File: config.mk
export PLATFORM = sky130hd
export DESIGN_NAME = drive_profile_regs
export DESIGN_NICKNAME = d
export VERILOG_FILES = /design/src/rtl/drive_regs_pkg.sv /design/src/rtl/drive_profile_regs.sv
export SDC_FILE = /design/constraint.sdc
export NUM_CORES = 2
export LEC_CHECK = 0
export ABC_CLOCK_PERIOD_IN_PS = 126100
export BUFFER_PORTS_ARGS = -buffer_cell sky130_fd_sc_hd__buf_4
export CORE_UTILIZATION = 40
export DETAILED_ROUTE_END_ITERATION = 7
export SLEW_MARGIN = 15
export SYNTH_ARGS = -nofsm -noshare
export SYNTH_HDL_FRONTEND = slang
export SYNTH_SLANG_ARGS = --single-unit
export TNS_END_PERCENT = 10
File: constraint.sdc
create_clock -name mclk -period 126.1 [get_ports mclk]
set_clock_uncertainty 0.2 [all_clocks]
set_input_delay 25.22 -clock mclk [delete_from_list [all_inputs] [get_ports mclk]]
set_output_delay 25.22 -clock mclk [all_outputs]
set_load 0.01 [all_outputs]
File: src/rtl/drive_regs_pkg.sv
package drive_regs_pkg;

  // register indices; byte address is four times the index
  localparam int NUM_REGS = 18;
  localparam logic [9:0] IDX_RAMP_SWITCH_METHOD    = 10'h07C;
  localparam logic [9:0] IDX_RAMP_SWITCH_METHOD_M2 = 10'h07D;
  localparam logic [9:0] IDX_ACCEL_TRANSITION      = 10'h07E;
  localparam logic [9:0] IDX_ACCEL_TRANSITION_M2   = 10'h07F;
  localparam logic [9:0] IDX_DECEL_TRANSITION      = 10'h080;
  localparam logic [9:0] IDX_DECEL_TRANSITION_M2   = 10'h081;
  localparam logic [9:0] IDX_ACCEL_CURVE_SHAPE     = 10'h082;
  localparam logic [9:0] IDX_DECEL_CURVE_SHAPE     = 10'h083;
  localparam logic [9:0] IDX_CUR_IN_START_FREQ     = 10'h084;
  localparam logic [9:0] IDX_CUR_IN_END_FREQ       = 10'h085;
  localparam logic [9:0] IDX_CUR_IN_START_PCT      = 10'h086;
  localparam logic [9:0] IDX_CUR_IN_END_PCT        = 10'h087;
  localparam logic [9:0] IDX_CUR_IN_START_MODE     = 10'h088;
  localparam logic [9:0] IDX_CALC_OPERAND_A_SRC    = 10'h0E3;
  localparam logic [9:0] IDX_CALC_OPERAND_B_SRC    = 10'h0E4;
  localparam logic [9:0] IDX_CALC_OPERATION        = 10'h0E5;
  localparam logic [9:0] IDX_OFFSET_FREQ_VALUE     = 10'h0E6;
  localparam logic [9:0] IDX_OFFSET_FREQ_DIR       = 10'h0E7;

  // slot numbers inside the register array
  localparam logic [4:0] S_METHOD = 5'h00, S_METHOD_M2 = 5'h01, S_ACC_TF = 5'h02;
  localparam logic [4:0] S_ACC_TF_M2 = 5'h03, S_DEC_TF = 5'h04, S_DEC_TF_M2 = 5'h05;
  localparam logic [4:0] S_ACC_SHAPE = 5'h06, S_DEC_SHAPE = 5'h07, S_CI_SFREQ = 5'h08;
  localparam logic [4:0] S_CI_EFREQ = 5'h09, S_CI_SPCT = 5'h0A, S_CI_EPCT = 5'h0B;
  localparam logic [4:0] S_CI_MODE = 5'h0C, S_SRC_A = 5'h0D, S_SRC_B = 5'h0E;
  localparam logic [4:0] S_CALC_OP = 5'h0F, S_OFS_VAL = 5'h10, S_OFS_DIR = 5'h11;

  localparam logic [NUM_REGS-1:0][9:0] REG_IDX = {
    IDX_OFFSET_FREQ_DIR, IDX_OFFSET_FREQ_VALUE, IDX_CALC_OPERATION,
    IDX_CALC_OPERAND_B_SRC, IDX_CALC_OPERAND_A_SRC, IDX_CUR_IN_START_MODE,
    IDX_CUR_IN_END_PCT, IDX_CUR_IN_START_PCT, IDX_CUR_IN_END_FREQ,
    IDX_CUR_IN_START_FREQ, IDX_DECEL_CURVE_SHAPE, IDX_ACCEL_CURVE_SHAPE,
    IDX_DECEL_TRANSITION_M2, IDX_DECEL_TRANSITION, IDX_ACCEL_TRANSITION_M2,
    IDX_ACCEL_TRANSITION, IDX_RAMP_SWITCH_METHOD_M2, IDX_RAMP_SWITCH_METHOD};

  localparam logic [15:0] MAX_CODE1 = 16'h0001;
  localparam logic [15:0] MAX_FREQ  = 16'h0FA0;
  localparam logic [15:0] MAX_PCT   = 16'h0064;
  localparam logic [15:0] MAX_SRC   = 16'h0004;
  localparam logic [15:0] MAX_OP    = 16'h0002;

  localparam logic [NUM_REGS-1:0][15:0] REG_MAX = {
    MAX_CODE1, MAX_FREQ, MAX_OP, MAX_SRC, MAX_SRC, MAX_CODE1,
    MAX_PCT, MAX_PCT, MAX_FREQ, MAX_FREQ, MAX_CODE1, MAX_CODE1,
    MAX_FREQ, MAX_FREQ, MAX_FREQ, MAX_FREQ, MAX_CODE1, MAX_CODE1};

  localparam logic [15:0] REG_RESET       = 16'h0000;
  localparam logic [18:0] RAMP_TIME_LIMIT = 19'h02710;
  localparam logic [18:0] RAMP_TIME_STEP  = 19'h0000A;

  typedef enum logic [1:0] {OP_ADD, OP_SUB, OP_MUL} calc_op_e;
  typedef enum logic [2:0] {SRC_OPERATOR, SRC_POT, SRC_VOLT, SRC_CURRENT, SRC_NET} src_e;

  typedef struct packed {
    logic        psel;
    logic        penable;
    logic        pwrite;
    logic [11:0] paddr;
    logic [31:0] pwdata;
  } apb_req_s;

  typedef struct packed {
    logic [31:0] prdata;
    logic        pready;
    logic        pslverr;
  } apb_rsp_s;

  typedef struct packed {
    logic [NUM_REGS-1:0][15:0] regs;
    logic [31:0]               prdata;
    logic [1:0]                sw_sync;
    logic [1:0]                add_sync;
    logic                      second_ramp;
    logic [15:0]               cur_in_freq;
    logic [31:0]               calc_result;
    logic [16:0]               adj_freq;
    logic [18:0]               accel_time_eff;
    logic [18:0]               decel_time_eff;
  } state_s;

endpackage : drive_regs_pkg

File: src/rtl/drive_profile_regs.sv
// What this block does
// each motor has a switch-method code, 0 to take the second ramp from the terminal, 1 at a frequency.
// each motor stores the frequency, in 0.1 Hz up to 4000, where acceleration moves to ramp two.
// each motor stores the frequency, in 0.1 Hz up to 4000, where deceleration moves to ramp two.
// acceleration and deceleration each have a curve code, 0 linear and 1 S-shaped.
// the current input keeps the frequency for the start of its active range, up to 4000.
// the current input keeps the frequency for the end of its active range, up to 4000.
// the start of the current-input active range is kept as a whole percent, 0 to 100.
// the end of the current-input active range is kept as a whole percent, 0 to 100.
// below the range start the output is the start frequency for code 0 or zero for code 1.
// two source selectors pick operand A and B from panel, pot, voltage, current or network.
// the calculate result is built from the two selected operands.
// operation code 0 adds, 1 subtracts B from A, 2 multiplies.
// the offset frequency, up to 4000, is applied only while the offset terminal is on.
// offset direction 0 adds the offset to the frequency setting and 1 subtracts it.
// a second ramp time of 10000 or more drops its second decimal digit.
// a write outside a register's range is refused and leaves the stored value alone.
// the master writes only legal codes and in-range values as 16-bit words; the test master also writes one past each maximum to check R16.
//
// Register access over APB was left to the implementer.
module drive_profile_regs
  import drive_regs_pkg::*;
(
  // clock and reset
  input  wire logic        mclk,
  input  wire logic        reset,
  // register bus
  input  wire apb_req_s    apb_req,
  output apb_rsp_s         apb_rsp,
  // digital terminals from pins
  input  wire logic        ramp_switch_terminal,
  input  wire logic        offset_add_terminal,
  // drive state from the motor control
  input  wire logic        motor2_sel,
  input  wire logic        accelerating,
  input  wire logic        decelerating,
  input  wire logic [15:0] output_freq,
  input  wire logic [15:0] freq_setting,
  input  wire logic [18:0] second_accel_time,
  input  wire logic [18:0] second_decel_time,
  // analog and operand sources
  input  wire logic [6:0]  current_in_pct,
  input  wire logic [15:0] operator_val,
  input  wire logic [15:0] pot_val,
  input  wire logic [15:0] volt_val,
  input  wire logic [15:0] net_val,
  // results
  output logic             second_ramp_active,
  output logic             accel_s_curve,
  output logic             decel_s_curve,
  output logic [15:0]      current_in_freq,
  output logic [31:0]      calc_result,
  output logic [16:0]      adjusted_freq,
  output logic [18:0]      accel_time_eff,
  output logic [18:0]      decel_time_eff
);

  state_s st_r;
  state_s st_nxt;

  logic        hit;
  logic [4:0]  sl;
  logic        setup_ph;
  logic        access_ph;
  logic        range_bad;
  logic        wr_ok;
  logic [15:0] method;
  logic [15:0] acc_tf;
  logic [15:0] dec_tf;
  logic [15:0] opa;
  logic [15:0] opb;
  logic signed [16:0] fspan;
  logic [7:0]  pspan;
  logic signed [25:0] prod;
  logic signed [25:0] quot;

  function automatic logic [15:0] pick_src(input logic [15:0] code,
                                           input logic [15:0] cur);
    logic [15:0] v;
    v = 16'h0000;
    case (src_e'(code[2:0]))
      SRC_OPERATOR: v = operator_val;
      SRC_POT:      v = pot_val;
      SRC_VOLT:     v = volt_val;
      SRC_CURRENT:  v = cur;
      SRC_NET:      v = net_val;
      default:      v = 16'h0000;
    endcase
    return v;
  endfunction : pick_src

  // a long time rounds down to whole tenths
  function automatic logic [18:0] trim_time(input logic [18:0] t);
    logic [18:0] r;
    r = t;
    if (t >= RAMP_TIME_LIMIT) begin
      r = t - (t % RAMP_TIME_STEP);
    end
    return r;
  endfunction : trim_time

  always_comb begin
    hit = 1'b0;
    sl  = 5'h00;
    for (int i = 0; i < NUM_REGS; i++) begin
      if (apb_req.paddr[11:2] == REG_IDX[i]) begin
        hit = 1'b1;
        sl  = 5'(i);
      end
    end
  end

  assign setup_ph  = apb_req.psel && !apb_req.penable;
  assign access_ph = apb_req.psel && apb_req.penable;
  assign range_bad = apb_req.pwdata[15:0] > REG_MAX[sl];
  assign wr_ok     = access_ph && apb_req.pwrite && hit && !range_bad;

  // active motor's settings
  assign method = motor2_sel ? st_r.regs[S_METHOD_M2] : st_r.regs[S_METHOD];
  assign acc_tf = motor2_sel ? st_r.regs[S_ACC_TF_M2] : st_r.regs[S_ACC_TF];
  assign dec_tf = motor2_sel ? st_r.regs[S_DEC_TF_M2] : st_r.regs[S_DEC_TF];

  // process form so the source pins read inside the function wake it up
  always_comb begin
    opa = pick_src(st_r.regs[S_SRC_A], st_r.cur_in_freq);
    opb = pick_src(st_r.regs[S_SRC_B], st_r.cur_in_freq);
  end

  // linear interpolation across the active range
  assign fspan = $signed({1'b0, st_r.regs[S_CI_EFREQ]}) - $signed({1'b0, st_r.regs[S_CI_SFREQ]});
  assign pspan = st_r.regs[S_CI_EPCT][7:0] - st_r.regs[S_CI_SPCT][7:0];
  assign prod  = 26'(fspan) * $signed({18'h00000, 1'b0, current_in_pct - st_r.regs[S_CI_SPCT][6:0]});
  assign quot  = (pspan == 8'h00) ? 26'h0000000 : prod / $signed({18'h00000, pspan});

  always_comb begin
    st_nxt = st_r;
    // second stage only feeds from the first
    st_nxt.sw_sync  = {st_r.sw_sync[0], ramp_switch_terminal};
    st_nxt.add_sync = {st_r.add_sync[0], offset_add_terminal};

    if (setup_ph) begin
      st_nxt.prdata = hit ? {16'h0000, st_r.regs[sl]} : 32'h00000000;
    end
    if (wr_ok) begin
      st_nxt.regs[sl] = apb_req.pwdata[15:0];
    end

    // profile switch
    if (method[0] == 1'b0) begin
      st_nxt.second_ramp = st_r.sw_sync[1];
    end else if (accelerating) begin
      st_nxt.second_ramp = output_freq >= acc_tf;
    end else if (decelerating) begin
      st_nxt.second_ramp = output_freq <= dec_tf;
    end else begin
      st_nxt.second_ramp = 1'b0;
    end

    // current input scaling
    if ({9'h000, current_in_pct} < st_r.regs[S_CI_SPCT]) begin
      st_nxt.cur_in_freq = st_r.regs[S_CI_MODE][0] ? 16'h0000 : st_r.regs[S_CI_SFREQ];
    end else if ({9'h000, current_in_pct} >= st_r.regs[S_CI_EPCT]) begin
      st_nxt.cur_in_freq = st_r.regs[S_CI_EFREQ];
    end else begin
      st_nxt.cur_in_freq = 16'(quot + 26'(st_r.regs[S_CI_SFREQ]));
    end

    // calculate function
    case (calc_op_e'(st_r.regs[S_CALC_OP][1:0]))
      OP_ADD:  st_nxt.calc_result = {16'h0000, opa} + {16'h0000, opb};
      OP_SUB:  st_nxt.calc_result = {16'h0000, opa} - {16'h0000, opb};
      OP_MUL:  st_nxt.calc_result = {16'h0000, opa} * {16'h0000, opb};
      default: st_nxt.calc_result = 32'h00000000;
    endcase

    // offset; a subtraction below zero clamps
    if (!st_r.add_sync[1]) begin
      st_nxt.adj_freq = {1'b0, freq_setting};
    end else if (st_r.regs[S_OFS_DIR][0] == 1'b0) begin
      st_nxt.adj_freq = {1'b0, freq_setting} + {1'b0, st_r.regs[S_OFS_VAL]};
    end else if (freq_setting >= st_r.regs[S_OFS_VAL]) begin
      st_nxt.adj_freq = {1'b0, freq_setting - st_r.regs[S_OFS_VAL]};
    end else begin
      st_nxt.adj_freq = 17'h00000;
    end

    st_nxt.accel_time_eff = trim_time(second_accel_time);
    st_nxt.decel_time_eff = trim_time(second_decel_time);
  end

  always_ff @(posedge mclk) begin
    if (reset) begin
      st_r.regs           <= {NUM_REGS{REG_RESET}};
      st_r.prdata         <= 32'h00000000;
      st_r.sw_sync        <= 2'h0;
      st_r.add_sync       <= 2'h0;
      st_r.second_ramp    <= 1'b0;
      st_r.cur_in_freq    <= 16'h0000;
      st_r.calc_result    <= 32'h00000000;
      st_r.adj_freq       <= 17'h00000;
      st_r.accel_time_eff <= 19'h00000;
      st_r.decel_time_eff <= 19'h00000;
    end else begin
      st_r <= st_nxt;
    end
  end

  // zero-wait access: read data was latched during setup
  assign apb_rsp.prdata  = st_r.prdata;
  assign apb_rsp.pready  = 1'b1;
  assign apb_rsp.pslverr = access_ph && (!hit || (apb_req.pwrite && range_bad));

  assign second_ramp_active = st_r.second_ramp;
  assign accel_s_curve      = st_r.regs[S_ACC_SHAPE][0];
  assign decel_s_curve      = st_r.regs[S_DEC_SHAPE][0];
  assign current_in_freq    = st_r.cur_in_freq;
  assign calc_result        = st_r.calc_result;
  assign adjusted_freq      = st_r.adj_freq;
  assign accel_time_eff     = st_r.accel_time_eff;
  assign decel_time_eff     = st_r.decel_time_eff;

  a_term_switch: assert property (@(posedge mclk) disable iff (reset)
    (method[0] == 1'b0 && st_r.sw_sync[1]) |=> second_ramp_active)
    else $error("terminal method did not select second ramp");

  a_accel_point: assert property (@(posedge mclk) disable iff (reset)
    (method[0] && accelerating && output_freq < acc_tf) |=> !second_ramp_active)
    else $error("second accel ramp below transition point");

  a_decel_point: assert property (@(posedge mclk) disable iff (reset)
    (method[0] && !accelerating && decelerating && output_freq <= dec_tf)
    |=> second_ramp_active)
    else $error("second decel ramp missed at transition point");

  a_range_reject: assert property (@(posedge mclk) disable iff (reset)
    (access_ph && apb_req.pwrite && hit && range_bad)
    |=> st_r.regs[$past(sl)] == $past(st_r.regs[sl]))
    else $error("out of range write changed a register");

  a_write_store: assert property (@(posedge mclk) disable iff (reset)
    wr_ok |=> st_r.regs[$past(sl)] == $past(apb_req.pwdata[15:0]))
    else $error("valid write not stored");

  a_below_zero: assert property (@(posedge mclk) disable iff (reset)
    ({9'h000, current_in_pct} < st_r.regs[S_CI_SPCT] && st_r.regs[S_CI_MODE][0]
     && $stable(st_r.regs[S_CI_MODE])) |=> current_in_freq == 16'h0000)
    else $error("below range start did not give zero");

  a_calc_sum: assert property (@(posedge mclk) disable iff (reset)
    (st_r.regs[S_CALC_OP][1:0] == 2'h0)
    |=> calc_result == {16'h0000, $past(opa)} + {16'h0000, $past(opb)})
    else $error("add result wrong");

  a_offset_idle: assert property (@(posedge mclk) disable iff (reset)
    !st_r.add_sync[1] |=> adjusted_freq == {1'b0, $past(freq_setting)})
    else $error("offset applied with terminal off");

  a_offset_plus: assert property (@(posedge mclk) disable iff (reset)
    (st_r.add_sync[1] && st_r.regs[S_OFS_DIR][0] == 1'b0)
    |=> adjusted_freq == {1'b0, $past(freq_setting)} + {1'b0, $past(st_r.regs[S_OFS_VAL])})
    else $error("plus offset wrong");

  a_time_trim: assert property (@(posedge mclk) disable iff (reset)
    (second_accel_time >= RAMP_TIME_LIMIT) |=> (accel_time_eff % RAMP_TIME_STEP) == 19'h00000)
    else $error("long ramp time kept its second decimal");

  a_motor2_term: assert property (@(posedge mclk) disable iff (reset)
    (motor2_sel && st_r.regs[S_METHOD_M2][0] == 1'b0 && st_r.sw_sync[1])
    |=> second_ramp_active)
    else $error("motor two terminal method ignored");

  a_term_off: assert property (@(posedge mclk) disable iff (reset)
    (method[0] == 1'b0 && !st_r.sw_sync[1])
    |=> !second_ramp_active)
    else $error("second ramp with terminal off");

  a_steady_first: assert property (@(posedge mclk) disable iff (reset)
    (method[0] && !accelerating && !decelerating)
    |=> !second_ramp_active)
    else $error("second ramp at steady speed");

  a_accel_reach: assert property (@(posedge mclk) disable iff (reset)
    (method[0] && accelerating && output_freq >= acc_tf)
    |=> second_ramp_active)
    else $error("second accel ramp missed at transition point");

  a_decel_above: assert property (@(posedge mclk) disable iff (reset)
    (method[0] && !accelerating && decelerating && output_freq > dec_tf)
    |=> !second_ramp_active)
    else $error("second decel ramp above transition point");

  a_accel_shape: assert property (@(posedge mclk) disable iff (reset)
    (wr_ok && sl == S_ACC_SHAPE)
    |=> accel_s_curve == $past(apb_req.pwdata[0]))
    else $error("accel curve code not shown");

  a_decel_shape: assert property (@(posedge mclk) disable iff (reset)
    (wr_ok && sl == S_DEC_SHAPE)
    |=> decel_s_curve == $past(apb_req.pwdata[0]))
    else $error("decel curve code not shown");

  a_sfreq_range: assert property (@(posedge mclk) disable iff (reset)
    st_r.regs[S_CI_SFREQ] <= MAX_FREQ)
    else $error("start frequency out of range");

  a_efreq_range: assert property (@(posedge mclk) disable iff (reset)
    st_r.regs[S_CI_EFREQ] <= MAX_FREQ)
    else $error("end frequency out of range");

  a_end_freq: assert property (@(posedge mclk) disable iff (reset)
    ({9'h000, current_in_pct} >= st_r.regs[S_CI_SPCT]
     && {9'h000, current_in_pct} >= st_r.regs[S_CI_EPCT])
    |=> current_in_freq == $past(st_r.regs[S_CI_EFREQ]))
    else $error("above range end did not give end frequency");

  a_spct_range: assert property (@(posedge mclk) disable iff (reset)
    st_r.regs[S_CI_SPCT] <= MAX_PCT)
    else $error("start percent out of range");

  a_epct_range: assert property (@(posedge mclk) disable iff (reset)
    st_r.regs[S_CI_EPCT] <= MAX_PCT)
    else $error("end percent out of range");

  a_start_freq: assert property (@(posedge mclk) disable iff (reset)
    ({9'h000, current_in_pct} < st_r.regs[S_CI_SPCT] && !st_r.regs[S_CI_MODE][0])
    |=> current_in_freq == $past(st_r.regs[S_CI_SFREQ]))
    else $error("below range start did not give start frequency");

  a_src_range: assert property (@(posedge mclk) disable iff (reset)
    st_r.regs[S_SRC_A] <= MAX_SRC && st_r.regs[S_SRC_B] <= MAX_SRC)
    else $error("operand source code out of range");

  a_src_net: assert property (@(posedge mclk) disable iff (reset)
    (st_r.regs[S_SRC_A][2:0] == 3'h4) |-> opa == net_val)
    else $error("network source not picked");

  a_src_cur: assert property (@(posedge mclk) disable iff (reset)
    (st_r.regs[S_SRC_B][2:0] == 3'h3) |-> opb == st_r.cur_in_freq)
    else $error("current source not picked");

  a_op_range: assert property (@(posedge mclk) disable iff (reset)
    st_r.regs[S_CALC_OP] <= MAX_OP)
    else $error("operation code out of range");

  a_calc_diff: assert property (@(posedge mclk) disable iff (reset)
    (st_r.regs[S_CALC_OP][1:0] == 2'h1)
    |=> calc_result == {16'h0000, $past(opa)} - {16'h0000, $past(opb)})
    else $error("subtract result wrong");

  a_calc_prod: assert property (@(posedge mclk) disable iff (reset)
    (st_r.regs[S_CALC_OP][1:0] == 2'h2)
    |=> calc_result == {16'h0000, $past(opa)} * {16'h0000, $past(opb)})
    else $error("multiply result wrong");

  a_ofs_range: assert property (@(posedge mclk) disable iff (reset)
    st_r.regs[S_OFS_VAL] <= MAX_FREQ)
    else $error("offset value out of range");

  a_offset_minus: assert property (@(posedge mclk) disable iff (reset)
    (st_r.add_sync[1] && st_r.regs[S_OFS_DIR][0] && freq_setting >= st_r.regs[S_OFS_VAL])
    |=> adjusted_freq == {1'b0, $past(freq_setting) - $past(st_r.regs[S_OFS_VAL])})
    else $error("minus offset wrong");

  a_offset_clamp: assert property (@(posedge mclk) disable iff (reset)
    (st_r.add_sync[1] && st_r.regs[S_OFS_DIR][0] && freq_setting < st_r.regs[S_OFS_VAL])
    |=> adjusted_freq == 17'h00000)
    else $error("minus offset did not clamp");

  a_decel_trim: assert property (@(posedge mclk) disable iff (reset)
    (second_decel_time >= RAMP_TIME_LIMIT)
    |=> (decel_time_eff % RAMP_TIME_STEP) == 19'h00000)
    else $error("long decel time kept its second decimal");

  a_short_time: assert property (@(posedge mclk) disable iff (reset)
    (second_accel_time < RAMP_TIME_LIMIT)
    |=> accel_time_eff == $past(second_accel_time))
    else $error("short ramp time altered");

  a_unmapped_read: assert property (@(posedge mclk) disable iff (reset)
    (setup_ph && !hit)
    |=> apb_rsp.prdata == 32'h00000000)
    else $error("unmapped read gave data");

  a_read_upper: assert property (@(posedge mclk) disable iff (reset)
    apb_rsp.prdata[31:16] == 16'h0000)
    else $error("upper read half not zero");

endmodule : drive_profile_regs

# == Word level (Yosys, flattened, before mapping) ==
# Memory sizes are Yosys's and may differ from the RTL's.
# Cells that the tools add are included.
# op_classes
n_eq_ne,28
bitwise,1
n_div,3
mux,60
reduce_logical,17
order_cmp,10
multipliers,2
addsub,10
# ops
op,n
288-bit bitwise mux,1
16-bit 2-to-1 mux,12
16-bit one-hot mux with 5 select lines,2
"10-bit by 8-bit equality test with 1-bit output, second input constant",14
32-bit one-hot mux with 3 select lines,1
16-bit binary-select mux with 5-bit select,1
16-bit demux with 5-bit select,1
5-bit 2-to-1 mux,16
"10-bit by 7-bit equality test with 1-bit output, second input constant",4
"19-bit by 14-bit >= comparator with 1-bit output, second input constant",2
"19-bit by 4-bit modulo with 19-bit output, second input constant",2
19-bit 2-to-1 mux,2
19-bit subtractor,2
16-bit by 16-bit adder with 17-bit output,2
16-bit by 16-bit subtractor with 17-bit output,2
16-bit >= comparator,2
16-bit by 16-bit multiplier with 32-bit output,1
26-bit by 8-bit divider with 26-bit output,1
17-bit by 8-bit multiplier with 25-bit output,1
1-bit 2-to-1 mux,23
17-bit 2-to-1 mux,1
16-bit adder,1
7-bit by 16-bit >= comparator with 1-bit output,1
16-bit greater-than comparator,1
other kinds (20),35
# word_totals
input_bits,195
rom_bits,512
output_inout_bits,140
word_cells,160
ff_bits,428
memories,1
# mem_list
memory,words,width,rd,rd_clocked_by_memory_dff,wr,line_no,rtl
(name not given),32,16,1,0,0,drive_profile_regs.sv:115,assign range_bad = apb_req.pwdata[15:0] > REG_MAX[sl];

# == Depth between registers and ports, before layout ==
# logic_depth
depth_word,24
mapped_depth,395

# == Worst setup path before layout ==
# OpenSTA, ideal clock, no wires.
# synth_timing
path_kind,input-to-reg
startpoint,input port current_in_pct[0]
endpoint,"register st_r, in the netlist current_in_freq[14]"
path_buffers,22
slack_ns,30.257
setup_time_ns,0.132
t_arrival_ns,95.511
stages,368
cell_sequence,inv_1 ha_1 inv_1 fa_1 a21o_1 a21oi_1 o21bai_1 a21oi_1 xor2_1 clkbuf_1 nor2_1 ha_1 inv_1 fa_1 inv_1 fa_1 inv_1 fa_1 [... 332 more ...] and2_1 o21ai_0 nand2_1 and2_1 o21ai_0 nand2_1 and2_1 o21ai_0 nand2_1 and2_1 o21ai_0 nand2b_1 a21o_1 a21oi_1 xor2_1 a21oi_1 nor2_1 nor3_1
# synth_via
elab_chain_len,7
elab_cells_between_ends,9
# synth_lines
element,line_no,rtl
from (decl),drive_profile_regs.sv:42,"input wire logic [6:0] current_in_pct,"
7-bit subtractor,drive_profile_regs.sv:132,"assign prod = 26'(fspan) * $signed({18'h00000, 1'b0, current_in_pct - st_r.regs[S_CI_SPCT][6:0]});"
17-bit by 8-bit multiplier with 25-bit output,drive_profile_regs.sv:132,
26-bit by 8-bit divider with 26-bit output,drive_profile_regs.sv:133,"assign quot = (pspan == 8'h00) ? 26'h0000000 : prod / $signed({18'h00000, pspan});"
16-bit 2-to-1 mux,drive_profile_regs.sv:133,
16-bit adder,drive_profile_regs.sv:165,st_nxt.cur_in_freq = 16'(quot + 26'(st_r.regs[S_CI_SFREQ]));
16-bit 2-to-1 mux,drive_profile_regs.sv:162,"end else if ({9'h000, current_in_pct} >= st_r.regs[S_CI_EPCT]) begin"
16-bit 2-to-1 mux *,drive_profile_regs.sv:160,"if ({9'h000, current_in_pct} < st_r.regs[S_CI_SPCT]) begin"
to (signal assigned),drive_profile_regs.sv:204,st_r <= st_nxt;
to (decl),drive_profile_regs.sv:58,state_s st_r;
# Mark *: on every way between the ends. The rest lies on a longest branch, timed or not.
# A chain may end at the register's enable or synchronous reset.

# == Worst setup path in the final report ==
# Same ends and word-level chain as after synthesis.

==> metrics.md <==
| Metric | Value |
|---|---|
| Mux cell area share after synthesis | `0.0718` |
| Max stage delay cell, worst path | `nor3_2` |
| Proportion of netlist area held by the largest area contributor | `0.152` |
| Cells after Synth | `7071` |
| Status | `complete, but fails checks` |
| I/O pin total | `335` |
| Remaining DRCs | `11` |
| Fraction of registers with async set/reset | `0` |
| Distinct cell type count after synthesis | `131` |
| Drt first-iter violations | `3804` |
| Synth top area cells | `dfxtp_1 15%, ha_1 13%, fa_1 11%` |
| Area growth syn-to-layout | `8.79%` |
| Hold buffers post-CTS | `0` |
| Row count | `134` |
| Longest Clk Path Bufs | `3` |
| Final net count | `8093` |
| EDFF count, synth | `0` |
| Starting Density | `0.404` |
| Hold WC Path Type | `flip-flop to flip-flop` |
| Final max-slew violation count | `0` |
| DP Wirelength | `127 mm` |
| WP data required | `126410 ps` |
| Post-route cell area | `58900 um^2` |
| Maximum level of the CTS H-tree | `2` |
| Final setup fails | `0` |
| Most frequent cells in the layout | `912 x nor2_1, 770 x nand2_1, 541 x ha_1` |
| Filler instances | `13600` |
| Setup Total Neg Slack | `0 ps` |
| Yosys warns | `0` |
| Die Span Y | `370 um` |
| Reg clk slew, reported paths | `60 ps` |
| # clock sinks | `412` |
| HP Start | `st_nxt[105]` |
| Crit start category | `input pin` |
| Sequential area share after synthesis | `0.152` |
| Final hold viol count | `0` |
| Violated checks | `design-rule violations` |
| Initial antenna violation count | `11` |
| Synth Area in Adders | `0.234` |
| Placed cell areas | `57100 um^2` |
| GP Congestion | `0.903` |
| R2R cell count | `358` |
| Pre-Repair DR Iteration Count | `8` |
| Critical Path End Type | `flip-flop` |
| Dpl cells | `8781` |
| Largest net degree at the start of global routing | `147` |
| Most common cell after layout, fill and taps aside | `nor2_1` |
| Post-synthesis xor/xnor area fraction | `0.0414` |
| Resized cells post-CTS | `0` |
| Final WL | `166 mm` |
| Relative slew margins | `0.167` |
| CP Max Fanout | `22` |
| Drt wl/cell | `18.7 um` |
| Non-filler cells, final | `8873` |
| Die W | `370 um` |
| Via-to-Cell Ratio | `5.64` |
| Fmax achieved | `0.00952 GHz` |
| Total area of sequential cells | `8250 um^2` |
| Count of state elements after synthesis | `412` |
| Port bufs | `299` |
| First-pass GRT wire length | `263 mm` |
| Die ar. | `137000 um^2` |
| GRT overflow | `0` |
| Most used DFF post-synth | `dfxtp_1` |
| RSZ-0062 raised after global routing | `false` |
| Vias in the first global route | `47800` |
| Crit path to | `current_in_freq[14]` |
| Crit. Startpoint | `current_in_pct[0]` |
| Clock root cell | `clkbuf_16` |
| Synth area leader | `dfxtp_1` |
| Cts bufs inserted | `49` |
| Worst-margin pin slew | `1220 ps` |
| Post-Synth Simple-Gate Area | `0.221` |
| Via count | `50100` |
| Worst skew pair latency | `680 ps` |
| Fraction of layout cells with a size suffix above 1 | `0.0939` |
| Critical R2R Launch | `st_r[268]` |
| Tmin final | `105080 ps` |
| Reg2reg end | `current_in_freq[14]` |
| Cell mode on critical path | `o21a_1` |
| CP max stage delay | `940 ps` |
| R2R Setup Slk | `43250 ps` |
| Crit share post-route | `0.833` |
| Max_cap viols | `0` |
| WS Path Type | `input pin to flip-flop` |
| CORE AREA | `134000 um^2` |
| Mapped cell area | `54100 um^2` |
| Antenna viol nets, final | `0` |
| Largest family of logic cells by synthesized area | `adder cells` |
| Area of the multi-input gates | `41700 um^2` |
| Synthesized area per cell | `7.65 um^2` |
| Post-CTS setup buffer count | `0` |
| Total Routing Usage GR | `0.236` |
| WP data arrival | `105400 ps` |
| CTS tree | `done` |
| Post-synthesis compound-gate area fraction | `0.199` |
cells in the mapped netlist (60+ instances only):
library cell / instances
nor3_1: 191
xor2_1: 89
mux2i_1: 317
fa_1: 293
inv_1: 540
nand3_1: 156
ha_1: 541
buf_4: 140
clkbuf_1: 269
nor2_1: 914
nor2b_1: 60
and3_1: 62
dfxtp_1: 412
nand2_1: 770
nand2b_1: 72
a31oi_1: 64
o21a_1: 142
xnor2_1: 165
o31ai_1: 66
a21o_1: 126
a21oi_1: 381
o21ai_0: 268
and2_1: 152
layer usage:
metal	track usage	part of all wire
met1	0.324	0.46
met2	0.389	0.47
met3	0.0220	0.051
met4	0.0734	0.027
met5	0	0.00019
kinds of logic (layout without fill, tap and decap cells):
group | Yosys count | after routing
AO/OA/AOI/OAI | 1578 | 1578
multiplexers | 378 | 378
flip-flops | 412 | 412
other | 2 | 20
AND/OR/NAND/NOR | 2598 | 2598
adder cells (fa/ha/maj) | 838 | 838
buffers and inverters | 1010 | 1026
XOR/XNOR | 255 | 255
stage by stage:
step                      worst slack (ps)  utilization  hold WS (ps)
after detailed placement             21650        0.427           228
after global routing                 14510        0.440           260
after global placement               22670        0.427           238
after floorplan                      30260            -           214
final                                21020        0.440           242
after CTS                            21950        0.440           249
worst min path at each step:
| stage | end | cells after the start |
|---|---|---|
| 2_1_floorplan | st_r[105] | 1 |
| 3_3_place_gp | st_r[105] | 1 |
| 3_5_place_dp | st_r[105] | 1 |
| 4_1_cts | st_r[105] | 1 |
| 5_1_grt | st_r[105] | 1 |
| 6_report | st_r[105] | 1 |
critical path, delay by kind of cell:
kind	cells	cell delay (ps)
and+or+nand+nor	103	23330
muxes	10	3030
AOI/OAI and AO/OA	180	38990
adders and majority gates	35	10990
xor gates and xnor gates	3	750
buffers and inverters	23	2860
registers in the layout, indices dropped and copies added, names as in the netlist, 2 cells and up:
signal           cells
st_r               288
adjusted_freq       17
apb_rsp             16
accel_time_eff      19
calc_result         32
st_nxt               2
decel_time_eff      19
current_in_freq     16
area by class of cell:
cell class	instances	area share
clock buffers	70	0.0242
repair buffers	390	0.0501
clock inverters	19	0.00497
multi-input cells	5664	0.708
flip-flops and latches	412	0.140
diodes	3	0.000128
inverters	547	0.0349
well taps	1768	0.0376
Power is left out: the tool's default activity adds up to more than one toggle a clock period on the data nets, which glitch-free logic cannot reach.
